--- src/verilog/lpwt_pkg.sv ---
// shared constants, types and helpers of the low-power wake timer
package lpwt_pkg;
    // ------------------------------------------------------------
    // counter geometry
    // ------------------------------------------------------------
    localparam int          CNT_W          = 31;
    localparam int          SLICE_W        = 16;
    localparam int          RES_STEP       = 5;
    localparam logic [30:0] CNT_CLEAR_VAL  = 31'h0000_0004;
    localparam logic [15:0] CMP_RESET      = 16'h876b;
    localparam logic [1:0]  RES_RESET      = 2'h0;
    localparam int          CLEAR_EDGES    = 2;
    localparam int          SLEEP_MIN_PER  = 384;

    // ------------------------------------------------------------
    // clocking
    // ------------------------------------------------------------
    localparam int CLK_HZ        = 100_000_000;
    localparam int CLK_PERIOD_NS = 10;
    localparam int XOSC_HZ       = 32768;
    localparam int RC_DIV        = 750;
    localparam int F_REF_HZ      = 26_000_000;
    localparam int RC_RAW_HZ     = 30000;
    localparam int ACC_W         = 27;
    localparam int RATE_W        = 16;

    // ------------------------------------------------------------
    // controller register map
    // ------------------------------------------------------------
    localparam logic [2:0] REG_CTRL = 3'h0;
    localparam logic [2:0] REG_CMP  = 3'h1;
    localparam logic [2:0] REG_TIME = 3'h2;
    localparam logic [2:0] REG_STAT = 3'h3;
    localparam logic [2:0] REG_MASK = 3'h4;
    localparam int CTRL_RES_LSB   = 0;
    localparam int CTRL_OSC_BIT   = 2;
    localparam int CTRL_CLR_BIT   = 3;
    localparam int CTRL_SMODE_LSB = 4;
    localparam int CTRL_SLEEP_BIT = 6;
    localparam int CTRL_BUSY_BIT  = 7;
    localparam int STAT_PEND_BIT  = 0;
    localparam int STAT_CPU_BIT   = 1;
    localparam int STAT_REF_BIT   = 2;
    localparam logic [1:0] SMODE_RESET = 2'h0;
    localparam logic [2:0] MASK_RESET  = 3'h0;

    typedef enum logic [2:0] {
        pm_active, power_mode_zero, power_mode_one, power_mode_two, power_mode_three
    } lpwt_pmode_t;

    // 16-bit window of the counter picked by the resolution
    function automatic logic [15:0] lpwt_slice(input logic [30:0] cnt, input logic [1:0] res);
        logic [30:0] sh;
        sh = cnt >> (RES_STEP * int'(res));
        return sh[15:0];
    endfunction : lpwt_slice

    // slow-clock periods spanned by a mantissa at a resolution
    function automatic logic [30:0] lpwt_span(input logic [15:0] m, input logic [1:0] res);
        return 31'(m) << (RES_STEP * int'(res));
    endfunction : lpwt_span
endpackage : lpwt_pkg

--- src/verilog/lpwt_if.sv ---
// link between the wake timer and the power-mode controller
`timescale 1ns/1ps
`default_nettype none
interface lpwt_if;
    import lpwt_pkg::*;
    lpwt_pmode_t pmode;
    logic [15:0] wake_compare_value;
    logic [1:0]  res;
    logic        osc_sel;
    logic        cnt_clear;
    logic        xosc_run;
    logic        wake_irq_mask;
    logic        pend_clr;
    logic        cpu_clr;
    logic [15:0] sleep_time;
    logic        slow_tick;
    logic        wake_req;
    logic        wake_pending_flag;
    logic        sleep_cpu_irq_flag;

    modport dev (input pmode, wake_compare_value, res, osc_sel, cnt_clear, xosc_run,
                 wake_irq_mask, pend_clr, cpu_clr,
                 output sleep_time, slow_tick, wake_req, wake_pending_flag,
                 sleep_cpu_irq_flag);
    modport pwr (output pmode, wake_compare_value, res, osc_sel, cnt_clear, xosc_run,
                 wake_irq_mask, pend_clr, cpu_clr,
                 input sleep_time, slow_tick, wake_req, wake_pending_flag,
                 sleep_cpu_irq_flag);
endinterface : lpwt_if
`default_nettype wire

--- src/verilog/lpwt_pwr_ctrl.sv ---
// power-mode controller end with software registers
//
// The register offsets and the plain strobed port were decided locally.
`timescale 1ns/1ps
`default_nettype none
module lpwt_pwr_ctrl (
    // clock and reset
    input  wire logic                 clk,
    input  wire logic                 srst,
    // link to the wake timer
    lpwt_if.pwr                       lnk,
    // software register port
    input  wire logic [2:0]           addr,
    input  wire logic [15:0]          wdata,
    input  wire logic                 wr,
    input  wire logic                 rd,
    output logic [15:0]               rdata,
    output logic                      irq,
    // chip side
    input  wire logic                 xosc_running,
    input  wire logic                 ext_wake,
    output lpwt_pkg::lpwt_pmode_t     power_mode
);
    import lpwt_pkg::*;

    lpwt_pmode_t pm_q, pm_d;
    logic [1:0]  res_q, res_d, smode_q, smode_d, guard_q, guard_d;
    logic        osc_q, osc_d, clr_q, clr_d, slp_q, slp_d, cp_q, cp_d;
    logic [15:0] cmp_q, cmp_d, cnew_q, cnew_d, rdata_q, rdata_d;
    logic [2:0]  mask_q, mask_d;
    logic        ref_q, ref_d;
    logic        wr_ctrl, wr_cmp, busy, apply;
    logic [30:0] rem;

    assign wr_ctrl = wr && addr == REG_CTRL;
    assign wr_cmp  = wr && addr == REG_CMP;
    assign busy    = guard_q < 2'(CLEAR_EDGES);
    // updates land on a slow edge once the clear has settled
    assign apply   = lnk.slow_tick && !busy; // RULE8 RULE11
    // periods left before the next event, from the visible slice
    assign rem = (cmp_q > lnk.sleep_time) ? lpwt_span(cmp_q - lnk.sleep_time, res_q) : '0;

    // ------------------------------------------------------------
    // control, compare and power state
    // ------------------------------------------------------------
    always_comb begin
        pm_d = pm_q; res_d = res_q; osc_d = osc_q; smode_d = smode_q;
        cmp_d = cmp_q; cnew_d = cnew_q; cp_d = cp_q; slp_d = slp_q;
        // a slow edge seen while the clear is still landing is not counted
        guard_d = (lnk.slow_tick && busy && !clr_q) ? guard_q + 2'h1 : guard_q; // RULE11
        clr_d = 1'b0;
        mask_d = (wr && addr == REG_MASK) ? wdata[2:0] : mask_q;
        ref_d = ref_q && !(wr && addr == REG_STAT && wdata[STAT_REF_BIT]);
        if (wr_ctrl) begin
            res_d   = wdata[CTRL_RES_LSB +: 2];
            osc_d   = wdata[CTRL_OSC_BIT];
            smode_d = wdata[CTRL_SMODE_LSB +: 2];
            slp_d   = slp_q || wdata[CTRL_SLEEP_BIT];
            clr_d   = wdata[CTRL_CLR_BIT]; // RULE12
        end
        if (wr_cmp) begin
            cnew_d = wdata;
            cp_d   = 1'b1;
            clr_d  = clr_d || (wdata < lnk.sleep_time); // RULE10
        end
        if (clr_d) begin
            guard_d = 2'h0; // RULE11
        end
        if (apply && cp_q) begin
            cmp_d = cnew_q;
            cp_d  = wr_cmp;
        end
        if (apply && slp_q && pm_q == pm_active && !cp_q) begin
            slp_d = 1'b0;
            case (smode_q)
                2'h0:    pm_d = power_mode_zero;
                2'h1:    pm_d = power_mode_one;
                2'h2: begin
                    if (rem < 31'(SLEEP_MIN_PER)) begin // RULE7
                        ref_d = 1'b1;
                    end else begin
                        pm_d = power_mode_two;
                    end
                end
                default: pm_d = power_mode_three;
            endcase
        end
        if (lnk.wake_req && pm_q != pm_active && pm_q != power_mode_three) begin
            pm_d = pm_active; // RULE5 RULE4
        end
        if (ext_wake) begin
            pm_d = pm_active;
        end
        rdata_d = 16'h0000;
        if (rd) begin
            case (addr)
                REG_CTRL: rdata_d = {8'h00, busy, slp_q, smode_q, 1'b0, osc_q, res_q};
                REG_CMP:  rdata_d = cmp_q;
                REG_TIME: rdata_d = lnk.sleep_time;
                REG_STAT: rdata_d = {13'h0000, ref_q, lnk.sleep_cpu_irq_flag,
                                     lnk.wake_pending_flag};
                REG_MASK: rdata_d = {13'h0000, mask_q};
                default:  rdata_d = 16'h0000;
            endcase
        end
    end

    always_ff @(posedge clk) begin
        if (srst) begin
            pm_q <= pm_active; res_q <= RES_RESET; osc_q <= 1'b1; smode_q <= SMODE_RESET;
            cmp_q <= CMP_RESET; cnew_q <= CMP_RESET; cp_q <= 1'b0; slp_q <= 1'b0;
            guard_q <= 2'(CLEAR_EDGES); clr_q <= 1'b0; mask_q <= MASK_RESET;
            ref_q <= 1'b0; rdata_q <= 16'h0000;
        end else begin
            pm_q <= pm_d; res_q <= res_d; osc_q <= osc_d; smode_q <= smode_d;
            cmp_q <= cmp_d; cnew_q <= cnew_d; cp_q <= cp_d; slp_q <= slp_d;
            guard_q <= guard_d; clr_q <= clr_d; mask_q <= mask_d;
            ref_q <= ref_d; rdata_q <= rdata_d;
        end
    end

    // ------------------------------------------------------------
    // link drive and interrupt
    // ------------------------------------------------------------
    assign lnk.pmode              = pm_q;
    assign lnk.wake_compare_value = cmp_q;
    assign lnk.res                = res_q;
    assign lnk.osc_sel            = osc_q;
    assign lnk.cnt_clear          = clr_q;
    assign lnk.xosc_run           = xosc_running;
    assign lnk.wake_irq_mask      = mask_q[STAT_CPU_BIT];
    assign lnk.pend_clr           = wr && addr == REG_STAT && wdata[STAT_PEND_BIT];
    assign lnk.cpu_clr            = wr && addr == REG_STAT && wdata[STAT_CPU_BIT];

    // cpu wake interrupt is blocked unless the sleep mode field is 00
    assign irq = (lnk.wake_pending_flag && mask_q[STAT_PEND_BIT]) ||
                 (ref_q && mask_q[STAT_REF_BIT]) ||
                 (lnk.sleep_cpu_irq_flag && smode_q == 2'h0); // RULE15
    assign rdata      = rdata_q;
    assign power_mode = pm_q;
endmodule : lpwt_pwr_ctrl
`default_nettype wire

--- src/flat_wrapper.sv ---
// flat-port wrapper written by rule: the top's interface ports become plain ports
module lpwt_pwr_ctrl_flat import lpwt_pkg::*;
  (clk, srst, addr, wdata, wr, rd, rdata, irq, xosc_running, ext_wake, power_mode, lnk_pmode, lnk_wake_compare_value, lnk_res, lnk_osc_sel, lnk_cnt_clear, lnk_xosc_run, lnk_wake_irq_mask, lnk_pend_clr, lnk_cpu_clr, lnk_sleep_time, lnk_slow_tick, lnk_wake_req, lnk_wake_pending_flag, lnk_sleep_cpu_irq_flag);
  lpwt_if lnk_i ();
  input  wire logic clk;
  input  wire logic srst;
  input  wire logic [2:0] addr;
  input  wire logic [15:0] wdata;
  input  wire logic wr;
  input  wire logic rd;
  output logic [15:0] rdata;
  output logic irq;
  input  wire logic xosc_running;
  input  wire logic ext_wake;
  output lpwt_pkg::lpwt_pmode_t power_mode;
  output wire logic [$bits(lnk_i.pmode)-1:0] lnk_pmode;
  output wire logic [$bits(lnk_i.wake_compare_value)-1:0] lnk_wake_compare_value;
  output wire logic [$bits(lnk_i.res)-1:0] lnk_res;
  output wire logic [$bits(lnk_i.osc_sel)-1:0] lnk_osc_sel;
  output wire logic [$bits(lnk_i.cnt_clear)-1:0] lnk_cnt_clear;
  output wire logic [$bits(lnk_i.xosc_run)-1:0] lnk_xosc_run;
  output wire logic [$bits(lnk_i.wake_irq_mask)-1:0] lnk_wake_irq_mask;
  output wire logic [$bits(lnk_i.pend_clr)-1:0] lnk_pend_clr;
  output wire logic [$bits(lnk_i.cpu_clr)-1:0] lnk_cpu_clr;
  input wire logic [$bits(lnk_i.sleep_time)-1:0] lnk_sleep_time;
  input wire logic [$bits(lnk_i.slow_tick)-1:0] lnk_slow_tick;
  input wire logic [$bits(lnk_i.wake_req)-1:0] lnk_wake_req;
  input wire logic [$bits(lnk_i.wake_pending_flag)-1:0] lnk_wake_pending_flag;
  input wire logic [$bits(lnk_i.sleep_cpu_irq_flag)-1:0] lnk_sleep_cpu_irq_flag;
  assign lnk_pmode = lnk_i.pmode;
  assign lnk_wake_compare_value = lnk_i.wake_compare_value;
  assign lnk_res = lnk_i.res;
  assign lnk_osc_sel = lnk_i.osc_sel;
  assign lnk_cnt_clear = lnk_i.cnt_clear;
  assign lnk_xosc_run = lnk_i.xosc_run;
  assign lnk_wake_irq_mask = lnk_i.wake_irq_mask;
  assign lnk_pend_clr = lnk_i.pend_clr;
  assign lnk_cpu_clr = lnk_i.cpu_clr;
  assign lnk_i.sleep_time = lnk_sleep_time;
  assign lnk_i.slow_tick = lnk_slow_tick;
  assign lnk_i.wake_req = lnk_wake_req;
  assign lnk_i.wake_pending_flag = lnk_wake_pending_flag;
  assign lnk_i.sleep_cpu_irq_flag = lnk_sleep_cpu_irq_flag;
  lpwt_pwr_ctrl u_core (.clk(clk), .srst(srst), .lnk(lnk_i), .addr(addr), .wdata(wdata), .wr(wr), .rd(rd), .rdata(rdata), .irq(irq), .xosc_running(xosc_running), .ext_wake(ext_wake), .power_mode(power_mode));
endmodule
--- config.mk ---
export PLATFORM = sky130hd
export DESIGN_NAME = lpwt_pwr_ctrl_flat
export DESIGN_NICKNAME = d
export VERILOG_FILES = /design/src/verilog/lpwt_pkg.sv /design/src/verilog/lpwt_if.sv /design/src/verilog/lpwt_pwr_ctrl.sv /design/src/flat_wrapper.sv
export SDC_FILE = /design/constraint.sdc
export NUM_CORES = 1
export LEC_CHECK = 0
export BUFFER_PORTS_ARGS = -buffer_cell sky130_fd_sc_hd__clkbuf_2
export CAP_MARGIN = 0
export CELL_PAD_IN_SITES_DETAIL_PLACEMENT = 1
export CELL_PAD_IN_SITES_GLOBAL_PLACEMENT = 2
export CORE_MARGIN = 1.5
export CORE_UTILIZATION = 32
export DETAILED_ROUTE_END_ITERATION = 16
export PLACE_DENSITY = 0.87
export SYNTH_ARGS = -nofsm -noshare
export SYNTH_HDL_FRONTEND = slang
export SYNTH_SLANG_ARGS = --single-unit
--- constraint.sdc ---
create_clock -name clk -period 5 [get_ports clk]
set_input_delay 1 -clock clk [delete_from_list [all_inputs] [get_ports clk]]
set_output_delay 1 -clock clk [all_outputs]
set_load 0.03 [all_outputs]
==> results.tsv <==
metric	value	unit
status	finished clean	
Setup TNS Final	0	ps
reg2reg end	u_core.lnk.pmode[2]$_SDFFE_PP0P_	
detailed router's first-iteration violation count	205	
CP max stage delay	540	ps
Worst Path Buf+Inv	1	
CTS clk-pin slew, worst paths	60	ps
Netlist cell types	70	
CTS max path bufs	2	
synthesized area per cell	7.82	µm²
starting density of the core	33.1	%
DRT antenna net count	0	
total power	1.44	mW
row count	42	
crit path time final	4030	ps
Final Skew	5.49	ps
Hold Crit Class	flip-flop to flip-flop	
nets	716	
CP Class	primary input to flip-flop	
mean routed wirelength per cell	18.4	µm
Final period util	80.7	%
CTS root buffer	clkbuf_16	
Reg-to-Reg Start	u_core.lnk.wake_compare_value[0]$_SDFFE_PP1P_	
layout cells sized above 1	19.6	%
Setup Viol. Count Final	0	
Slew HR	36.0	%
power per cell area	277	nW/µm²
Syn Nets	649	
Reg2Reg Depth	13	
CTS tree	done	
Sink Count	65	
DR pass1 iterations	4	
fin cells	815	
Hold Vio Cnt, Final	0	
Hold Buf Count CTS	0	
Worst-Skew Late Latency	340	ps
IO buf count	89	
Placed Instances	800	
crit path to	u_core.lnk.pmode[2]$_SDFFE_PP0P_	
global-route wire length before repair	23900	µm
I/O pins	92	
worst slew pin tran	961	ps
WP depth	13	
Setup WS pre-CTS	609	ps
drt drc	0	
slack of the critical path	967	ps
Num CTS Buffers	9	
Seq. cell area	1300	µm²
worst setup path startpoint	lnk_sleep_time[0]	
Post-Syn Instances	568	
total gr overflow	0	
Max Fclk	248	MHz
count of final max-slew check failures	0	
Cell Chain, Critical Path	clkbuf_2 > ha_1 > fa_1 > nand2b_1 > a211o_2 > a21oi_1 > nor2_1 > xnor2_1 > mux4_2 > o41ai_2 > nand3_1 > a21o_1 > a32o_1	
Resize count post-CTS	0	
H-tree lvl count	3	
Die H	121	µm
Die Wd	121	µm
Max FO, Critical Path	5	
worst vdd ir	0.163	mV
Via density	5.45	
startpoint class of the critical path	primary input	
cell family with most CP delay	compound AO/OA/AOI/OAI gates	
CP required	5230	ps
CP max stage cell	mux4_2	
die area	14600	µm²
Fillers	1683	
Post-Syn Area	4440	µm²
routability cong.	0.861	
Area growth, synth to finish	17.1	%
data arrival time at the worst-slack endpoint	4270	ps
multi-input logic area	2810	µm²
diode count	0	
initial antenna violation count	0	
gr usage total	21.1	%
r2r setup slk	1290	ps
Main synth FF type	dfxtp_1	
CP endpoint kind	flip-flop	
post-CTS setup buffer count	0	
synthesis-stage register bit count	65	
EDFF count, synth	0	
asr flop ratio synth	0	%
Detailed Place HPWL	11600	µm
YS warnings	0	
Core Area	13400	µm²
Seq/Total Area, Yosys	29.3	%
RSZ-0062 raised after global routing	false	
max-cap violation count	0	
vias in the first global route	4677	
final WL	15000	µm
Vias	4439	
pin count of the biggest net entering global routing	49	
Leakage Power	2.29	nW
==> how the worst min path moves through the flow <==
stage	start	to	cells after the start	slack (ps)
5_1_grt	u_core.cnew_q[4]$_SDFFE_PP0P_	u_core.lnk.wake_compare_value[4]$_SDFFE_PP0P_	2	470
3_3_place_gp	u_core.cnew_q[11]$_SDFFE_PP0P_	u_core.lnk.wake_compare_value[11]$_SDFFE_PP0P_	2	440
4_1_cts	u_core.cnew_q[11]$_SDFFE_PP0P_	u_core.cnew_q[11]$_SDFFE_PP0P_	2	460
6_report	u_core.cnew_q[11]$_SDFFE_PP0P_	u_core.cnew_q[11]$_SDFFE_PP0P_	2	450
3_5_place_dp	u_core.cnew_q[11]$_SDFFE_PP0P_	u_core.cnew_q[11]$_SDFFE_PP0P_	2	450
2_1_floorplan	u_core.cnew_q[11]$_SDFFE_PP0P_	u_core.lnk.wake_compare_value[11]$_SDFFE_PP0P_	2	430
==> logic make-up after synthesis <==
group	share of synthesized area (%)
AND/OR/NAND/NOR	23.8
AO/OA/AOI/OAI	23.3
flip-flops	29.3
buffers and inverters	7.30
adder cells (fa/ha/maj)	10.3
multiplexers	4.00
XOR/XNOR	1.97
==> area by class of cell <==
class / instances / area share, %
timing repair buffer: 91 / 8.86
clock buffer: 12 / 4.94
multi-input combinational: 440 / 54.1
tap: 176 / 4.24
inverter: 28 / 2.02
sequential: 65 / 25.0
clock inverter: 3 / 0.770
==> through the flow <==
| step | util, % | hold WS, ps | area (µm²) |
|---|---|---|---|
| 2_1_floorplan | - | 432 | 4440 |
| 3_3_place_gp | 36.6 | 437 | 4900 |
| 5_1_grt | 38.8 | 473 | 5200 |
| 6_report | 38.8 | 454 | 5200 |
| 3_5_place_dp | 36.6 | 449 | 4900 |
| 4_1_cts | 38.8 | 457 | 5200 |
==> power breakdown <==
group	switching, mW	internal [mW]	total [mW]
combinational	0.162	0.0989	0.261
sequential	0.00915	0.529	0.538
clock	0.233	0.408	0.641
==> tightest hold or removal path: stages (launching register included) <==
cell,delay [ps]
dfxtp_1,300
nand2_1,50
a21oi_1,50
==> metal layers <==
layer / vias up / global-route usage, % / share of wire, %
met3: 27 / 3.92 / 5.7
met2: 132 / 36.8 / 49
met5: - / 0 / 0
met4: 0 / 8.31 / 2.1
li1: 2143 / - / -
met1: 2137 / 25.5 / 43
==> sequential cells by signal, summed over array words and instances (netlist names) <==
signal / flops
u_core.cnew_q: 16
u_core.cp_q: 1
u_core.guard_q: 2
u_core.lnk.cnt_clear: 1
u_core.lnk.osc_sel: 1
u_core.lnk.pmode: 3
u_core.lnk.res: 2
u_core.lnk.wake_compare_value: 16
u_core.mask_q: 3
u_core.rdata: 16
u_core.ref_q: 1
u_core.slp_q: 1
u_core.smode_q: 2
==> layout by cell type, fill, tap and decap left out, types with 11 or more instances in the layout <==
cell and instances:
dfxtp_1 65, ha_1 35, o21ai_0 18, nor2_1 56, inv_1 28, nand2_1 90, mux2i_1 11, nand3b_1 17
a21oi_1 60, clkbuf_2 89, nand3_1 11
==> Yosys cell counts (3+ instances only) <==
master | instances | share of area [%]
or3_1 | 3 | 0.42
nand4_1 | 9 | 1.3
a21oi_1 | 60 | 6.8
a21o_1 | 9 | 1.5
clkbuf_8 | 4 | 1.2
buf_6 | 4 | 1.0
nand2b_1 | 7 | 0.99
a211oi_1 | 9 | 1.5
o21ai_0 | 18 | 2.0
nor3_1 | 9 | 1.0
a211o_1 | 4 | 0.79
nor2b_1 | 5 | 0.70
a32o_1 | 4 | 0.90
a31oi_1 | 5 | 0.70
dfxtp_1 | 65 | 29
xor2_1 | 7 | 1.4
nor2_1 | 56 | 4.7
and2_1 | 5 | 0.70
nand2_1 | 90 | 7.6
inv_1 | 28 | 2.4
clkbuf_1 | 20 | 1.7
and3_1 | 4 | 0.56
a22oi_1 | 9 | 1.5
xnor2_1 | 3 | 0.59
a21oi_2 | 3 | 0.59
nand3_1 | 11 | 1.2
buf_4 | 4 | 0.68
mux2i_1 | 11 | 2.5
nand3b_1 | 17 | 2.9
ha_1 | 35 | 9.9
Note: power is estimated with default switching activity, not from simulation.
